===== src/pltc_params.svh =====
`ifndef PLTC_PARAMS_SVH
`define PLTC_PARAMS_SVH

// register byte addresses on the host register port
`define PLTC_ADDR_W 14
`define PLTC_LINE_SPAN_ADDR 14'h3ff0
`define PLTC_LOCK_SHIFTS_ADDR 14'h3ff5
`define PLTC_CAPT_SHIFTS_ADDR 14'h3ff6

// reset values
`define PLTC_LINE_SPAN_RST 7'h20
`define PLTC_LOCK_SHIFTS_RST 8'h10
`define PLTC_CAPT_SHIFTS_RST 8'h42
`define PLTC_INIT_DIV 16'h0400

// field positions inside a shift register: proportional low, integral high
`define PLTC_PROP_LSB 0
`define PLTC_INTEG_LSB 4
`define PLTC_SHIFT_W 3
`define PLTC_SPAN_MSB 6
`define PLTC_SPAN_LSB 1

// loop arithmetic
`define PLTC_DIV_W 16
`define PLTC_FRAC 8
`define PLTC_ERR_W 21
`define PLTC_CYC_W 20
`define PLTC_WORK_W 40
`define PLTC_GAIN_MUL 3
`define PLTC_PROP_BIAS 11
`define PLTC_INTEG_BIAS 19
`define PLTC_PIX_PER_UNIT 12
`define PLTC_DIV_MIN 16'h0200

// lock detection
`define PLTC_LOCK_LINES 4
`define PLTC_LOCK_THRESH 8
`define PLTC_LCNT_W 4

`endif


===== src/pltc_pkg.sv =====
`include "pltc_params.svh"

package pltc_pkg;

  typedef enum logic {PLTC_CAPTURE, PLTC_LOCKED} pltc_mode_t;

  typedef struct packed {
    pltc_mode_t mode;
    logic [`PLTC_LCNT_W-1:0] cnt;
  } pltc_det_state_t;

  typedef struct packed {
    logic [6:0] line_span;
    logic [7:0] lock_shifts;
    logic [7:0] capt_shifts;
    logic [7:0] rdata;
    logic hs_d;
    logic seen;
    logic [`PLTC_CYC_W-1:0] cyc;
    logic signed [`PLTC_ERR_W-1:0] err;
    logic err_vld;
    logic upd;
    logic signed [`PLTC_WORK_W-1:0] integ;
    logic [`PLTC_DIV_W-1:0] div;
    logic [`PLTC_DIV_W:0] acc;
    logic pix_tick;
    logic locked;
  } pltc_loop_state_t;

endpackage : pltc_pkg


===== src/pltc_lock_det.sv =====
`timescale 1ns/1ps
`include "pltc_params.svh"

module pltc_lock_det
  import pltc_pkg::*;
#(
  parameter int unsigned LOCK_LINES = `PLTC_LOCK_LINES,
  parameter int unsigned LOCK_THRESH = `PLTC_LOCK_THRESH
)
(
  // clock and reset
  input wire logic sys_clk_i,
  input wire logic rst_i,
  // per-line phase error
  input wire logic err_vld_i,
  input wire logic signed [`PLTC_ERR_W-1:0] err_i,
  // lock state
  output logic locked_o
);

  ////////////////////////////////////////////////////////////////////////////
  generate
    if (LOCK_LINES < 1 || LOCK_LINES >= (1 << `PLTC_LCNT_W) || LOCK_THRESH < 1)
    begin : g_bad
      $error("pltc_lock_det: lock line count or threshold out of range");
    end
  endgenerate

  ////////////////////////////////////////////////////////////////////////////
  pltc_det_state_t q;
  pltc_det_state_t nx;
  logic [`PLTC_ERR_W-1:0] mag;
  logic below;

  always_comb
  begin
    nx = q;
    mag = err_i[`PLTC_ERR_W-1] ? (~err_i + 1'b1) : err_i;
    below = (mag < `PLTC_ERR_W'(LOCK_THRESH));
    if (err_vld_i)
    begin
      case (q.mode)
        PLTC_CAPTURE:
        begin
          if (!below)
          begin
            nx.cnt = '0;
          end
          else if (q.cnt >= `PLTC_LCNT_W'(LOCK_LINES - 1))
          begin
            nx.mode = PLTC_LOCKED;
            nx.cnt = '0;
          end
          else
          begin
            nx.cnt = q.cnt + 1'b1;
          end
        end
        PLTC_LOCKED:
        begin
          if (!below)
          begin
            nx.mode = PLTC_CAPTURE;
            nx.cnt = '0;
          end
        end
        default:
        begin
          nx.mode = PLTC_CAPTURE;
          nx.cnt = '0;
        end
      endcase
    end
  end

  always_ff @(posedge sys_clk_i or posedge rst_i)
  begin
    if (rst_i)
    begin
      q <= '{mode: PLTC_CAPTURE, cnt: '0};
    end
    else
    begin
      q <= nx;
    end
  end

  assign locked_o = (q.mode == PLTC_LOCKED);

endmodule : pltc_lock_det


===== src/pltc_loop.sv =====
// Notes on behaviour
// - locked: ratio from locking shift pair
// - lock after 4 consecutive lines below threshold
// - error at or above threshold: capture, capture pair
// - gains 3*span*2^(A-11) and 3*span*2^(B-19)
// - larger shifts give larger gains, faster capture
// - line span register 7 bits, bit 0 ignored
// - line holds 12*(2*span+1) pixels
`timescale 1ns/1ps
`include "pltc_params.svh"

module pltc_loop
  import pltc_pkg::*;
#(
  parameter int unsigned LOCK_LINES = `PLTC_LOCK_LINES,
  parameter int unsigned LOCK_THRESH = `PLTC_LOCK_THRESH,
  parameter logic [`PLTC_DIV_W-1:0] INIT_DIV = `PLTC_INIT_DIV
)
(
  // clock and reset (clock is the multiplied high-frequency clock)
  input wire logic sys_clk_i,
  input wire logic rst_i,
  // horizontal sync, synchronous to sys_clk_i
  input wire logic hsync_i,
  // host register port
  input wire logic reg_wr_i,
  input wire logic reg_rd_i,
  input wire logic [`PLTC_ADDR_W-1:0] reg_addr_i,
  input wire logic [7:0] reg_wdata_i,
  output logic [7:0] reg_rdata_o,
  // pixel clock and loop state
  output logic pix_tick_o,
  output logic [`PLTC_DIV_W-1:0] divider_ratio_o,
  output logic signed [`PLTC_ERR_W-1:0] phs_error_o,
  output logic locked_o
);

  ////////////////////////////////////////////////////////////////////////////
  generate
    if (INIT_DIV < `PLTC_DIV_MIN)
    begin : g_bad_div
      $error("pltc_loop: initial divider below the allowed minimum");
    end
  endgenerate

  ////////////////////////////////////////////////////////////////////////////
  pltc_loop_state_t q;
  pltc_loop_state_t nx;
  logic det_locked;

  pltc_lock_det #(
    .LOCK_LINES(LOCK_LINES),
    .LOCK_THRESH(LOCK_THRESH)
  ) u_lock_det (
    .sys_clk_i(sys_clk_i),
    .rst_i(rst_i),
    .err_vld_i(q.err_vld),
    .err_i(q.err),
    .locked_o(det_locked)
  );

  ////////////////////////////////////////////////////////////////////////////
  // loop arithmetic
  logic [5:0] span;
  logic [10:0] pix_per_line;
  logic [26:0] expect_full;
  logic signed [`PLTC_ERR_W-1:0] err_now;
  logic [`PLTC_SHIFT_W-1:0] prop_sh;
  logic [`PLTC_SHIFT_W-1:0] integ_sh;
  logic [7:0] shifts;
  logic signed [`PLTC_WORK_W-1:0] gain_base;
  logic signed [`PLTC_WORK_W-1:0] prop_term;
  logic signed [`PLTC_WORK_W-1:0] integ_next;
  logic signed [`PLTC_WORK_W-1:0] div_sum;
  logic [`PLTC_DIV_W:0] acc_inc;
  logic line_start;

  always_comb
  begin
    nx = q;
    nx.pix_tick = 1'b0;
    nx.err_vld = 1'b0;
    nx.upd = 1'b0;
    nx.locked = det_locked;

    // register writes and reads
    if (reg_wr_i)
    begin
      case (reg_addr_i)
        `PLTC_LINE_SPAN_ADDR: nx.line_span = reg_wdata_i[6:0];
        `PLTC_LOCK_SHIFTS_ADDR: nx.lock_shifts = reg_wdata_i;
        `PLTC_CAPT_SHIFTS_ADDR: nx.capt_shifts = reg_wdata_i;
        default: nx.line_span = q.line_span;
      endcase
    end
    if (reg_rd_i)
    begin
      case (reg_addr_i)
        `PLTC_LINE_SPAN_ADDR: nx.rdata = {1'b0, q.line_span};
        `PLTC_LOCK_SHIFTS_ADDR: nx.rdata = q.lock_shifts;
        `PLTC_CAPT_SHIFTS_ADDR: nx.rdata = q.capt_shifts;
        default: nx.rdata = 8'h00;
      endcase
    end

    // only the upper six bits of the span take part in any calculation
    span = q.line_span[`PLTC_SPAN_MSB:`PLTC_SPAN_LSB];
    pix_per_line = 11'(`PLTC_PIX_PER_UNIT * (2 * span + 1));

    // error: measured line length against pixels*divider, in fast cycles
    expect_full = 27'(pix_per_line * q.div);
    err_now = `PLTC_ERR_W'($signed({1'b0, q.cyc}) -
      $signed({2'b00, expect_full[26:`PLTC_FRAC]}));

    nx.hs_d = hsync_i;
    line_start = hsync_i & ~q.hs_d;
    if (line_start)
    begin
      nx.cyc = `PLTC_CYC_W'(1);
      nx.seen = 1'b1;
      // first edge after reset has no full line behind it
      if (q.seen)
      begin
        nx.err = err_now;
        nx.err_vld = 1'b1;
      end
    end
    else if (q.cyc != '1)
    begin
      nx.cyc = q.cyc + 1'b1;
    end

    // the detector settles on err_vld; the update runs one cycle later
    // so the pair chosen already reflects this line's error
    nx.upd = q.err_vld;
    shifts = det_locked ? q.lock_shifts : q.capt_shifts;
    prop_sh = shifts[`PLTC_PROP_LSB +: `PLTC_SHIFT_W];
    integ_sh = shifts[`PLTC_INTEG_LSB +: `PLTC_SHIFT_W];

    gain_base = `PLTC_WORK_W'(q.err * $signed({1'b0, span}) * `PLTC_GAIN_MUL);
    // larger shift means larger gain, hence faster capture
    prop_term = (gain_base <<< prop_sh) >>> (`PLTC_PROP_BIAS - `PLTC_FRAC);
    integ_next = q.integ + ((gain_base <<< integ_sh) >>> (`PLTC_INTEG_BIAS - `PLTC_FRAC));
    div_sum = integ_next + prop_term;

    if (q.upd)
    begin
      // integrator clamped too, to stop wind-up while the ratio is pinned
      if (integ_next < $signed({24'h0000_00, `PLTC_DIV_MIN}))
      begin
        nx.integ = $signed({24'h0000_00, `PLTC_DIV_MIN});
      end
      else if (integ_next > $signed({24'h0000_00, 16'hffff}))
      begin
        nx.integ = $signed({24'h0000_00, 16'hffff});
      end
      else
      begin
        nx.integ = integ_next;
      end
      if (div_sum < $signed({24'h0000_00, `PLTC_DIV_MIN}))
      begin
        nx.div = `PLTC_DIV_MIN;
      end
      else if (div_sum > $signed({24'h0000_00, 16'hffff}))
      begin
        nx.div = 16'hffff;
      end
      else
      begin
        nx.div = div_sum[`PLTC_DIV_W-1:0];
      end
    end

    // fractional divider: one pixel tick every div/2^frac fast cycles
    // a falling ratio can leave the accumulator above it; the idle cycle
    // after each tick keeps the tick a one-cycle pulse while it drains
    acc_inc = q.acc + (17'(1) << `PLTC_FRAC);
    if (acc_inc >= {1'b0, q.div} && !q.pix_tick)
    begin
      nx.acc = acc_inc - {1'b0, q.div};
      nx.pix_tick = 1'b1;
    end
    else
    begin
      nx.acc = acc_inc;
    end
  end

  ////////////////////////////////////////////////////////////////////////////
  always_ff @(posedge sys_clk_i or posedge rst_i)
  begin
    if (rst_i)
    begin
      q.line_span <= `PLTC_LINE_SPAN_RST;
      q.lock_shifts <= `PLTC_LOCK_SHIFTS_RST;
      q.capt_shifts <= `PLTC_CAPT_SHIFTS_RST;
      q.rdata <= 8'h00;
      q.hs_d <= 1'b0;
      q.seen <= 1'b0;
      q.cyc <= '0;
      q.err <= '0;
      q.err_vld <= 1'b0;
      q.upd <= 1'b0;
      q.integ <= $signed({24'h0000_00, INIT_DIV});
      q.div <= INIT_DIV;
      q.acc <= '0;
      q.pix_tick <= 1'b0;
      q.locked <= 1'b0;
    end
    else
    begin
      q <= nx;
    end
  end

  assign reg_rdata_o = q.rdata;
  assign pix_tick_o = q.pix_tick;
  assign divider_ratio_o = q.div;
  assign phs_error_o = q.err;
  assign locked_o = q.locked;

endmodule : pltc_loop


===== config.mk =====
export PLATFORM = sky130hd
export DESIGN_NAME = pltc_loop
export DESIGN_NICKNAME = d
export VERILOG_FILES = /design/src/pltc_pkg.sv /design/src/pltc_lock_det.sv /design/src/pltc_loop.sv
export VERILOG_INCLUDE_DIRS = /design/src /design/src/src
export SDC_FILE = /design/constraint.sdc
export NUM_CORES = 1
export LEC_CHECK = 0
export BUFFER_PORTS_ARGS = -buffer_cell sky130_fd_sc_hd__buf_2
export CAP_MARGIN = 20
export CELL_PAD_IN_SITES_DETAIL_PLACEMENT = 0
export CELL_PAD_IN_SITES_GLOBAL_PLACEMENT = 1
export CORE_MARGIN = 2
export CORE_UTILIZATION = 40
export DETAILED_ROUTE_END_ITERATION = 10
export PLACE_DENSITY_LB_ADDON = 0.1
export SETUP_SLACK_MARGIN = 0.5
export SYNTH_ARGS = -nofsm -noshare
export SYNTH_HDL_FRONTEND = slang
export SYNTH_SLANG_ARGS = --single-unit

===== constraint.sdc =====
create_clock -name sys_clk_i -period 30.9 [get_ports sys_clk_i]
set_input_delay 1.545 -clock sys_clk_i [delete_from_list [all_inputs] [get_ports sys_clk_i]]
set_output_delay 1.545 -clock sys_clk_i [all_outputs]
set_load 0.01 [all_outputs]

# Word-level counts from Yosys, hierarchy flattened

Index checks and enable logic that the tools add are counted.

Bits in registers: 156
Output and inout port bits: 47
Memories: 0
RAM bits: 0
Word-level logic and storage cells: 75
Input port bits: 27
Memory bits (read-only): 0
Bits in latches: 0

Mux-type cells: 19
Multiply operators: 4
Shifts and indexed selects: 2
Reductions and logical operators: 8
Eq/ne operators: 5
Div/mod/pow operators: 0
Add/sub/neg operators: 9
Order comparisons: 7
Bitwise gates (word level): 4

Operators by type and width:

| kind                                                         | number |
|---|---|
| > comparator 40 x 17 -> 1 bit, second input constant         | 2 |
| less-than comparator 40 x 11 -> 1 bit, second input constant | 2 |
| 2-to-1 mux 40 bit                                            | 2 |
| <<< shifter 31 x 3 -> 40 bit                                 | 2 |
| == test 14 bit, second input constant                        | 3 |
| adder 40 x 29 -> 40 bit                                      | 1 |
| adder 40 x 37 -> 40 bit                                      | 1 |
| 2-to-1 mux 20 bit                                            | 2 |
| 2-to-1 mux 16 bit                                            | 2 |
| multiplier 28 x 3 -> 31 bit, second input constant           | 1 |
| multiplier 21 x 7 -> 28 bit                                  | 1 |
| multiplier 9 x 16 -> 25 bit                                  | 1 |
| one-hot mux 8 bit (3 select lines)                           | 1 |
| adder 21 x 1 -> 21 bit, second input constant                | 1 |
| less-than comparator 21 x 4 -> 1 bit, second input constant  | 1 |
| 2-to-1 mux 21 bit                                            | 1 |
| inverter 21 bit                                              | 1 |
| subtractor 20 x 19 -> 21 bit                                 | 1 |
| adder 20 x 1 -> 20 bit, second input constant                | 1 |
| != test 20 bit, second input constant                        | 1 |
| adder 17 x 9 -> 17 bit, second input constant                | 1 |
| >= comparator 17 x 16 -> 1 bit                               | 1 |
| 2-to-1 mux 17 bit                                            | 1 |
| subtractor 17 x 16 -> 17 bit                                 | 1 |
| 16 further kinds                                             | 26 |

# Depth between registers and ports, before layout

Gate-level depths: netlist of the first run.

Depth in word-level cells: 8
Depth in mapped cells: 65

# By module

From an unflattened synthesis of the first run, not the netlist that was laid out.

Cell total of the unflattened synthesis: 3,281
Area, all modules: 26,808.2 µm²

Modules (own cells, without submodules):

| module        | instances | area an instance (µm²) | cells each |
|---|---|---|---|
| pltc_loop     | 1         | 26,137.6               | 3,191 |
| pltc_lock_det | 1         | 670.6                  | 90 |

# Least setup slack after synthesis of the first run

Ideal clock, no wire load.

Path kind: flip-flop to flip-flop
Start: register q[148] in the netlist's numbering
End: register q[44] in the netlist's numbering
Period minus slack after synthesis: 12.684 ns
Stages on the path, launching flop included: 58
Path buffers: 2
Data arrival time: 12.563 ns
Slack: 18.216 ns
Path through: dfrtp_1 -> clkbuf_1 -> and2_1 -> fa_1 -> inv_1 -> fa_1 -> inv_1 -> fa_1 -> inv_1 -> fa_1 -> inv_1 -> ha_1 -> inv_1 -> a21oi_1 -> o21ai_0 -> a21boi_0 -> o21ai_0 -> a21boi_0 -> [... 22 more ...] -> o21ai_0 -> ha_1 -> nand2_1 -> o21ai_0 -> nor2b_1 -> a2111o_1 -> o21bai_1 -> xnor2_1 -> inv_1 -> or4_1 -> nor4_1 -> nand2_1 -> or4_1 -> or4_1 -> or3_1 -> a221o_1 -> or3b_1 -> o22a_1

Longest elaborated chain between the ends: 7
Elaborated cells between the ends (all ways): 8

Ends and longest elaborated chain:

| what                                      | line             | RTL |
|---|---|---|
| start: declaration                        | pltc_loop.sv:47  | `pltc_loop_state_t q;` |
| start signal: assignment                  | pltc_loop.sv:213 | `q <= nx;` |
| multiplier 21 x 7 -> 28 bit (*)           | pltc_loop.sv:140 | `` gain_base = `PLTC_WORK_W'(q.err * $signed({1'b0, span}) * `PLTC_GAIN_MUL); `` |
| multiplier 28 x 3 -> 31 bit (no line) (*) | n/a              |  |
| <<< shifter 31 x 3 -> 40 bit (*)          | pltc_loop.sv:143 | `` integ_next = q.integ + ((gain_base <<< integ_sh) >>> (`PLTC_INTEG_BIAS - `PLTC_FRAC)); `` |
| adder 40 x 29 -> 40 bit (*)               | pltc_loop.sv:143 |  |
| > comparator 40 x 17 -> 1 bit             | pltc_loop.sv:153 | `else if (integ_next > $signed({24'h0000_00, 16'hffff}))` |
| 2-to-1 mux 40 bit                         | pltc_loop.sv:153 |  |
| 2-to-1 mux 40 bit (*)                     | pltc_loop.sv:149 | `` if (integ_next < $signed({24'h0000_00, `PLTC_DIV_MIN})) `` |

Mark *: on every way between the ends. The rest lies on a longest branch, timed or not.
A chain may end at the register's enable or synchronous reset.

# Worst setup path in the final report of the first run

Start: register q[150] in the netlist's numbering
End: register q (netlist bit divider_ratio_o[4])

Longest elaborated chain between the ends: 8
Elaborated cells between the ends (all ways): 10

Ends and longest elaborated chain:

| what                                      | line             | RTL |
|---|---|---|
| multiplier 21 x 7 -> 28 bit (*)           | pltc_loop.sv:140 |  |
| multiplier 28 x 3 -> 31 bit (no line) (*) | n/a              |  |
| <<< shifter 31 x 3 -> 40 bit              | pltc_loop.sv:143 |  |
| adder 40 x 29 -> 40 bit                   | pltc_loop.sv:143 |  |
| adder 40 x 37 -> 40 bit (*)               | pltc_loop.sv:144 | `div_sum = integ_next + prop_term;` |
| > comparator 40 x 17 -> 1 bit             | pltc_loop.sv:165 | `else if (div_sum > $signed({24'h0000_00, 16'hffff}))` |
| 2-to-1 mux 16 bit                         | pltc_loop.sv:165 |  |
| 2-to-1 mux 16 bit (*)                     | pltc_loop.sv:161 | `` if (div_sum < $signed({24'h0000_00, `PLTC_DIV_MIN})) `` |

Marks and branches as above.

==> run metrics, run 1 <==
status=complete, no violations; ys flop type=dfrtp_1; FMAX=~0.063 GHz; largest family of logic cells by synthesized area=adder cells; Vias=23900; root buf cell=clkbuf_16; RD Place Congestion=0.890; CTS tree=done; Leakage=about 14 nW; post-synth top area share=14.1%; syn avg cell area=8.08 µm²; first-pass GRT wire length=136000 µm; Post-CTS Repair Setup Buffers=0; adder-cell share of the synthesized area=26.4%; maximum net fanout on the critical path=26; WP data required=roughly 31 ns; largest net degree at the start of global routing=93; Compound-Gate Fraction of Synth Area=19.8%; PostCTS Resize Cnt=0; peak ir drop on the vdd network=between 0.02 and 0.03 mV; final setup fails=0; Layout Nets=~3800; PD cells=around 30 nW/µm²; setup TNS=0 ns; startpoint types=register; # clock sinks=156; Worst-path clk slew=approximately 0.08 ns; placed cell count=roughly 4100; Syn Nets=between 3000 and 4000; Mapped Cells=3348; sequential fraction of the synthesis area=roughly 14%; Initial Util=between 40% and 50%; antenna-violating nets left=0; Rows=95; I/O Pins=74; Crit-path slowest cell=a21oi_2; gr usage total=24.7%; library cells used by synthesis=102; Post-Synth Simple-Gate Area=20.9%; vias in the first global route=24000; share of layout cells above drive strength 1=8.02%; Reg2Reg Depth=59; Yosys top cell by area=fa_1; Die Wd=roughly 260 µm; CP most frequent cell=o21ai_0; initial antenna violation count=2; final wirelength=84800 µm; Worst EP arrival=between 15 and 20 ns; relative slew slack=35.6%; via/cell ratio=around 5.7; Yosys warnings=0; Worst Hold Class=register to register; final cell count without fillers=between 4000 and 5000; Die H=around 260 µm; DRT Pass-1 Iters=6; critical path class=register to register; core area=~67000 µm²; CP max stage delay=0.72 ns; crit share post-route=roughly half; Critical Path End=divider_ratio_o[4]; I/O Buffers=73; cts hold-fix bufs=0; CP startpoint=q[150]; final hold vios=0; commonest cells after routing, fill and taps aside=327 x nand2_1, 306 x inv_1, 266 x ha_1; Mapped Area=27000 µm²; Worst Hold Margin=between 0.4 and 0.5 ns; mux cell area share after synthesis=~4.3%; worst skew pair latency=0.50 ns; DR DRC count=0; Yosys reg bits=156; clk buf depth=2; RSZ-0062 raised after global routing=no; clock buffer count from CTS=17; RR Endpoint=divider_ratio_o[4]; wire length per cell=20.3 µm; commonest non-fill, non-tap cell in the layout=nand2_1; htree depth=4; Post-synth EDFFs=0; Reg2Reg Setup Slack=15.13 ns; Setup Skew=~0.022 ns; Max Cap Violations=0; post-synthesis async set-or-reset flop share=100%; Synth Area in XOR/XNOR=6.38%; Area contributors post-synth=fa_1 14%, dfrtp_1 14%, ha_1 12%, nand2_1 4.5%, inv_1 4.3%; die area=69700 µm²; worst r2r src=q[150]; DPL Wire Length=68200 µm; initial drt markers=1534; Least-Margin Pin Slew=between 0.9 and 1 ns; crit path time final=15.77 ns; Worst Setup End Kind=register; Pins Over Slew Limit=0; Synth-to-Final Area Change=5.63%; total congestion overflow=0
==> how the worst min path moves through the flow <==
stage | startpoint | to | cells past startpoint
CTS | nx[75] | q[75] | 0
detailed placement | nx[75] | q[75] | 0
global placement | nx[75] | q[75] | 0
floorplan | u_lock_det.locked_o | locked_o | 0
finish | nx[75] | q[75] | 0
global route | nx[75] | q[75] | 0
==> power by group <==
| part | switching (mW) | internal [mW] | leakage, nW | total [mW] |
|---|---|---|---|---|
| clock | 0.110 | 0.115 | 0.275 | 0.225 |
| sequential | 0.0545 | 0.234 | 2.04 | 0.289 |
| combinational | 0.203 | 0.149 | 11.9 | 0.352 |
==> through the flow <==
| step | setup WS [ns] | utilization (%) | instance area, µm² | power (mW) |
|---|---|---|---|---|
| global placement | 15.23 | 41.7 | 27900 | 0.637 |
| CTS | 15.17 | 42.6 | 28600 | 0.875 |
| finish | 15.13 | 42.6 | 28600 | 0.865 |
| floorplan | 18.22 | - | 27000 | 0.536 |
| global route | 13.67 | 42.6 | 28600 | 0.930 |
| detailed placement | 15.31 | 41.7 | 28000 | 0.642 |
==> kinds of logic (layout without fill, tap and decap cells) <==
family	after synthesis	count (layout)
AND/OR/NAND/NOR	1134	1134
AO/OA/AOI/OAI	800	800
buffers and inverters	494	452
adder cells (fa/ha/maj)	457	457
XOR/XNOR	196	196
flip-flops	156	156
multiplexers	111	111
other	0	2
==> final cells by class <==
| type | instances | area (µm²) |
|---|---|---|
| inverters | 307 | 1160 |
| diodes | 2 | 5.00 |
| multi-input cells | 2698 | 21100 |
| repair buffers | 113 | 689 |
| flip-flops and latches | 156 | 3910 |
| well taps | 873 | 1090 |
| fillers | 6831 | 38500 |
| clock inverters | 13 | 133 |
| clock buffers | 19 | 443 |
==> sequential cells by signal (all words and copies together) (netlist names) <==
register             count
q                      103
u_lock_det.locked_o      1
pix_tick_o               1
divider_ratio_o         16
nx                       1
locked_o                 1
phs_error_o             21
reg_rdata_o              8
u_lock_det.q             4
==> critical path: cells and delay by family (launching register included) <==
kind / cells / cell delay, ns
flops: 1 / 0.71
simple gates: 9 / 1.96
fa+ha+maj: 9 / 3.75
buf+inv: 6 / 0.87
compound gates: 32 / 7.30
xor+xnor: 3 / 1.07
==> synthesized netlist by cell type (37+ instances only) <==
| cell | n |
|---|---|
| o21ai_0 | 176 |
| xor2_1 | 81 |
| xnor2_1 | 114 |
| clkbuf_1 | 112 |
| a21o_1 | 68 |
| fa_1 | 191 |
| nor3_1 | 60 |
| a21oi_1 | 200 |
| mux2i_1 | 60 |
| dfrtp_1 | 150 |
| nand2b_1 | 37 |
| nor2_1 | 234 |
| nand2_1 | 327 |
| mux2_2 | 51 |
| buf_4 | 50 |
| and2_1 | 170 |
| ha_1 | 266 |
| nand3_1 | 58 |
| inv_1 | 307 |
| nor2b_1 | 56 |
| nand4_1 | 37 |
==> routing by layer <==
metal / share of wire [%] / wire length (µm) / GRT usage, % / vias up
li1: - / - / - / 11500
met2: 46 / 39400 / 40.8 / 566
met4: 2.6 / 2180 / 7.62 / 0
met3: 5.4 / 4600 / 4.71 / 80
met5: 0 / 0 / 0 / -
met1: 46 / 38600 / 32.7 / 11800
Note: power is estimated with default switching activity, not from simulation.
==> inputs of run 2 (changes only) <==
- clock period: 30.9 -> 15.9 ns (I/O delays scaled with it)
==> run 2 against run 1 <==
Core utilization increased by 0.18 points. Count of clock-buffer cells in the layout down 1. Highest routed layer unchanged. Register-to-register slack lost 14 ns. Critical endpoint is now q[44].
==> run metrics, run 2 (synthesized netlist as in run 1, its figures left out) <==
status=complete, no violations; RSZ-0062 raised after global routing=no; initial antenna violation count=1; via/cell ratio=5.69; Leakage=14.3 nW; Pins Over Slew Limit=0; first-pass GRT wire length=136000 µm; crit share post-route=roughly nine tenths; Synth-to-Final Area Change=6.07%; worst skew pair latency=0.51 ns; crit-path leading delay family=compound AO/OA/AOI/OAI gates; startpoint types=register; root buf cell=clkbuf_16; register area=3920 µm²; Setup Skew=0.0145 ns; relative slew slack=38.3%; gr usage total=24.6%; WP data required=about 16 ns; htree depth=4; Initial Util=40.3%; share of layout cells above drive strength 1=8.56%; Max Cap Violations=0; PD cells=58.8 nW/µm²; crit path time final=14.44 ns; DRT Pass-1 Iters=5; core area=67000 µm²; CTS tree=done; Worst Path Buf+Inv=6; largest net degree at the start of global routing=61; Most flops, register=q; CP most frequent cell=o21ai_0; # clock sinks=156; Worst-path clk slew=0.08 ns; Worst Hold Class=primary input to asynchronous set/reset pin; peak ir drop on the vdd network=around 0.075 mV; Rows=95; max FFs per register=~100; wire length per cell=20.2 µm; Final Util=a little over two fifths; final setup fails=0; commonest non-fill, non-tap cell in the layout=nand2_1; clk buf depth=2; CP max stage delay=0.55 ns; setup TNS=0 ns; Worst Setup End Kind=register; Least-Margin Pin Slew=0.925 ns; Layout Nets=3787; initial drt markers=1398; critical path class=register to register; Worst EP arrival=14.84 ns; total congestion overflow=0; I/O Buffers=73; commonest cells after routing, fill and taps aside=327 x nand2_1, 306 x inv_1, 266 x ha_1; clock buffer count from CTS=17; vias in the first global route=between 20000 and 25000; die area=between 60000 and 70000 µm²; Vias=23800; Crit-path slowest cell=or4_1; area occupied by multi-input gates=about 21000 µm²; Die Wd=264 µm; Fill cells=just under 7000; DR DRC count=0; maximum net fanout on the critical path=16; Inserted Diodes=0; antenna-violating nets left=0; final hold vios=0; DPL Wire Length=about 68000 µm; final wirelength=84500 µm; RD Place Congestion=just under 0.9; FMAX=0.0692 GHz; Die H=264 µm; I/O Pins=74
## run 2: cell count changes in the layout (fill, tap and decap cells not counted), sizes merged
cell	previous run	this run
buf	113	123
clkbuf	19	18
clkinv	3	5
clkinvlp	3	1
diode	2	0
inv	313	314
## run 2: worst reg2reg max path, delay by kind of cell (launching register included)
kind | cells | cell delay (ns)
AOI/OAI and AO/OA | 27 | 5.78
adders and majority gates | 8 | 3.54
and+or+nand+nor | 11 | 3.12
xor gates and xnor gates | 3 | 0.94
DFF | 1 | 0.50
buffers and inverters | 6 | 0.46
## run 2: repair_timing
item	4_1_cts	5_1_grt
resized for setup	0	16
setup buffers	0	0
hold buffers	0	0
endpoints found under the hold margin	0	0
setup endpoints to repair	0	34
## run 2: report_power, final
| part | internal, mW | leakage (nW) | switching (mW) | total (mW) |
|---|---|---|---|---|
| registers | 0.456 | 2.03 | 0.101 | 0.556 |
| clock network | 0.222 | 0.284 | 0.220 | 0.442 |
| logic | 0.292 | 12.0 | 0.398 | 0.690 |
## run 2: layer usage
layer | global-route usage (%) | vias to the layer above | wire [µm]
li1 | - | 11500 | -
met1 | 33.4 | 11900 | 40200
met2 | 41.9 | 401 | 40200
met3 | 3.20 | 46 | 3010
met4 | 5.08 | 0 | 1190
met5 | 0 | - | 0
## run 2: path summary, 6_finish.rpt
| check | startpoint | endpoint | slack [ns] | cells past startpoint |
|---|---|---|---|---|
| setup / recovery | phs_error_o[3] | q[44] | 1.46 | 55 |
| hold / removal | rst_i | reg_rdata_o[3] | 0.34 | 2 |
| setup reg to reg | phs_error_o[3] | q[44] | 1.46 | 55 |
| hold reg to reg | u_lock_det.locked_o | locked_o | 0.39 | 0 |
| max in group asynchronous | rst_i | q[114] | 14.24 | 3 |
| min in group sys_clk_i | u_lock_det.locked_o | locked_o | 0.39 | 0 |
## run 2: cell type report
| cell class | instances | area share (%) |
|---|---|---|
| Timing Repair Buffer | 123 | 2.65 |
| Tap cell | 873 | 3.81 |
| Sequential cell | 156 | 13.7 |
| Clock buffer | 18 | 1.50 |
| Clock inverter | 14 | 0.536 |
| Multi-Input combinational cell | 2698 | 73.8 |
| Inverter | 307 | 4.03 |
## run 2: metrics by stage
| step | setup slack, ns | hold WS [ns] | total power, mW | std cells | cell area (µm²) |
|---|---|---|---|---|---|
| finish | 1.46 | 0.340 | 1.69 | 4189 | 28700 |
| global route | 0.488 | 0.361 | 1.82 | 4189 | 28700 |
| CTS | 0.731 | 0.331 | 1.70 | 4187 | 28600 |
| detailed placement | 0.784 | 0.375 | 1.25 | 4155 | 28000 |
| global placement | 0.791 | 0.365 | 1.24 | 4155 | 28000 |
| floorplan | 3.22 | 0.352 | 1.04 | 3348 | 27000 |
==> inputs of run 3 (changes only) <==
- CAP_MARGIN: 20 -> not set
- CTS_BUF_LIST: not set -> sky130_fd_sc_hd__clkbuf_8
==> run 3 against run 2 <==
Setup slack improved by 0.10 ns. Register-to-register slack improved by 0.10 ns. Flip-flop and latch count unchanged. Highest routed layer unchanged. Non-clock buffer count decreased by 2.
==> run metrics, run 3 (synthesized netlist as in run 1, its figures left out) <==
status=complete, no violations; RD Place Congestion=0.884; htree depth=4; RSZ-0062 raised after global routing=no; Die Wd=264 µm; wire length per cell=20.2 µm; CTS tree=done; Initial Util=40.3%; via/cell ratio=5.68; Layout Nets=3785; core area=67000 µm²; gr usage total=24.6%; vias in the first global route=between 20000 and 25000; Clk pwr share=21.3%; root buf cell=clkbuf_8; Worst Hold Margin=0.254 ns; commonest cells after routing, fill and taps aside=327 x nand2_1, 307 x inv_1, 266 x ha_1; critical path class=register to register; DR DRC count=0; Reg2Reg Setup Slack=about 1.6 ns; post-route cell area=28500 µm²; I/O Pins=74; worst slack at placement=0.784 ns; slack of the critical path=between 1.5 and 2 ns; first-pass GRT wire length=136000 µm; final hold vios=0; Worst-path clk slew=0.12 ns; Sw Ratio=approximately 45%; Max Cap Violations=0; Rows=95; Worst Hold Class=primary input to asynchronous set/reset pin; WP data required=16.39 ns; Vias=23800; internal power=0.875 mW; FMAX=0.0697 GHz; initial antenna violation count=2; Synth-to-Final Area Change=5.27%; total congestion overflow=0; share of layout cells above drive strength 1=8.57%; peak ir drop on the vdd network=around 0.057 mV; DP Area=28000 µm²; crit share post-route=90.2%; Pins Over Slew Limit=0; antenna-violating nets left=0; Post-CTS Repair Setup Buffers=0; final setup fails=0; worst r2r src=phs_error_o[3]; Reg2Reg Depth=55; setup TNS=0 ns; Setup Skew=0.0256 ns; Fill cells=about 6900; area occupied by multi-input gates=21200 µm²; Most flops, register=q; relative slew slack=21.0%; commonest non-fill, non-tap cell in the layout=nand2_1; crit path time final=14.34 ns; PD cells=55.5 nW/µm²; sequential share of power=35.2%; Leakage=14.2 nW; I/O Buffers=73; final wirelength=84500 µm; cts hold-fix bufs=0; clk buf depth=2; Worst EP arrival=14.84 ns; largest net degree at the start of global routing=61; initial drt markers=1471; Worst Setup End Kind=register; RR Endpoint=q[44]; PostCTS Resize Cnt=0; maximum net fanout on the critical path=16; die area=69700 µm²; CP max stage delay=about 0.56 ns; clock buffer count from CTS=17; startpoint types=register; max FFs per register=103; CP most frequent cell=o21ai_0; Crit-path slowest cell=or4_1; worst skew pair latency=0.59 ns; Design Power=1.58 mW; Die H=~260 µm; register area=3920 µm²; Psw=0.706 mW; # clock sinks=156; DRT Pass-1 Iters=6; combinational fraction of design power=roughly 44%; DPL Wire Length=between 60000 and 70000 µm; Least-Margin Pin Slew=1.18 ns
run 3: cell types whose count changed in the layout (fill, tap and decap cells not counted), sizes merged:
cell    previous run  this run
buf              123       121
diode              0         1
inv              314       315
clkbuf            18        17
run 3: routing by layer:
metal	global-route usage, %	up-vias	share of wire [%]
met1	33.2	11800	47
met2	41.8	410	47
met4	5.41	0	1.6
met5	0	-	0
li1	-	11500	-
met3	3.19	59	3.6
run 3: worst max-delay path by stage:
stage | startpoint | end | cells past startpoint
after floorplan | q[148] | q[44] | 57
final | phs_error_o[3] | q[44] | 55
after global placement | q[150] | divider_ratio_o[9] | 56
after detailed placement | q[146] | divider_ratio_o[9] | 55
after CTS | q[147] | divider_ratio_o[9] | 55
after global routing | phs_error_o[3] | divider_ratio_o[9] | 58
run 3: critical path: cells and delay by family, from the launching register on:
| kind | cells | cell delay, ns |
|---|---|---|
| AOI/OAI and AO/OA | 27 | 5.66 |
| xor gates and xnor gates | 3 | 0.94 |
| adders and majority gates | 8 | 3.53 |
| buffers and inverters | 6 | 0.44 |
| DFF | 1 | 0.50 |
| and+or+nand+nor | 11 | 3.11 |
run 3: layout make-up:
class	instances	share of cell area, %
multi-input combinational	2698	74.4
sequential	156	13.8
inverter	307	4.07
tap	873	3.84
timing repair buffer	121	2.55
clock buffer	17	0.822
clock inverter	15	0.554
antenna	1	0.00879
run 3: through the flow:
stage	utilization, %	instances
floorplan	-	3348
global placement	41.8	4155
detailed placement	41.8	4155
CTS	42.4	4187
global route	42.5	4188
finish	42.5	4188
run 3: power by group through the flow:
stage | logic [mW] | clock network [mW] | registers [mW]
4_1_cts | 0.693 | 0.351 | 0.555
6_report | 0.688 | 0.336 | 0.556
2_1_floorplan | 0.532 | 0 | 0.510
3_3_place_gp | 0.679 | 0 | 0.560
5_1_grt | 0.779 | 0.363 | 0.564
3_5_place_dp | 0.688 | 0 | 0.562
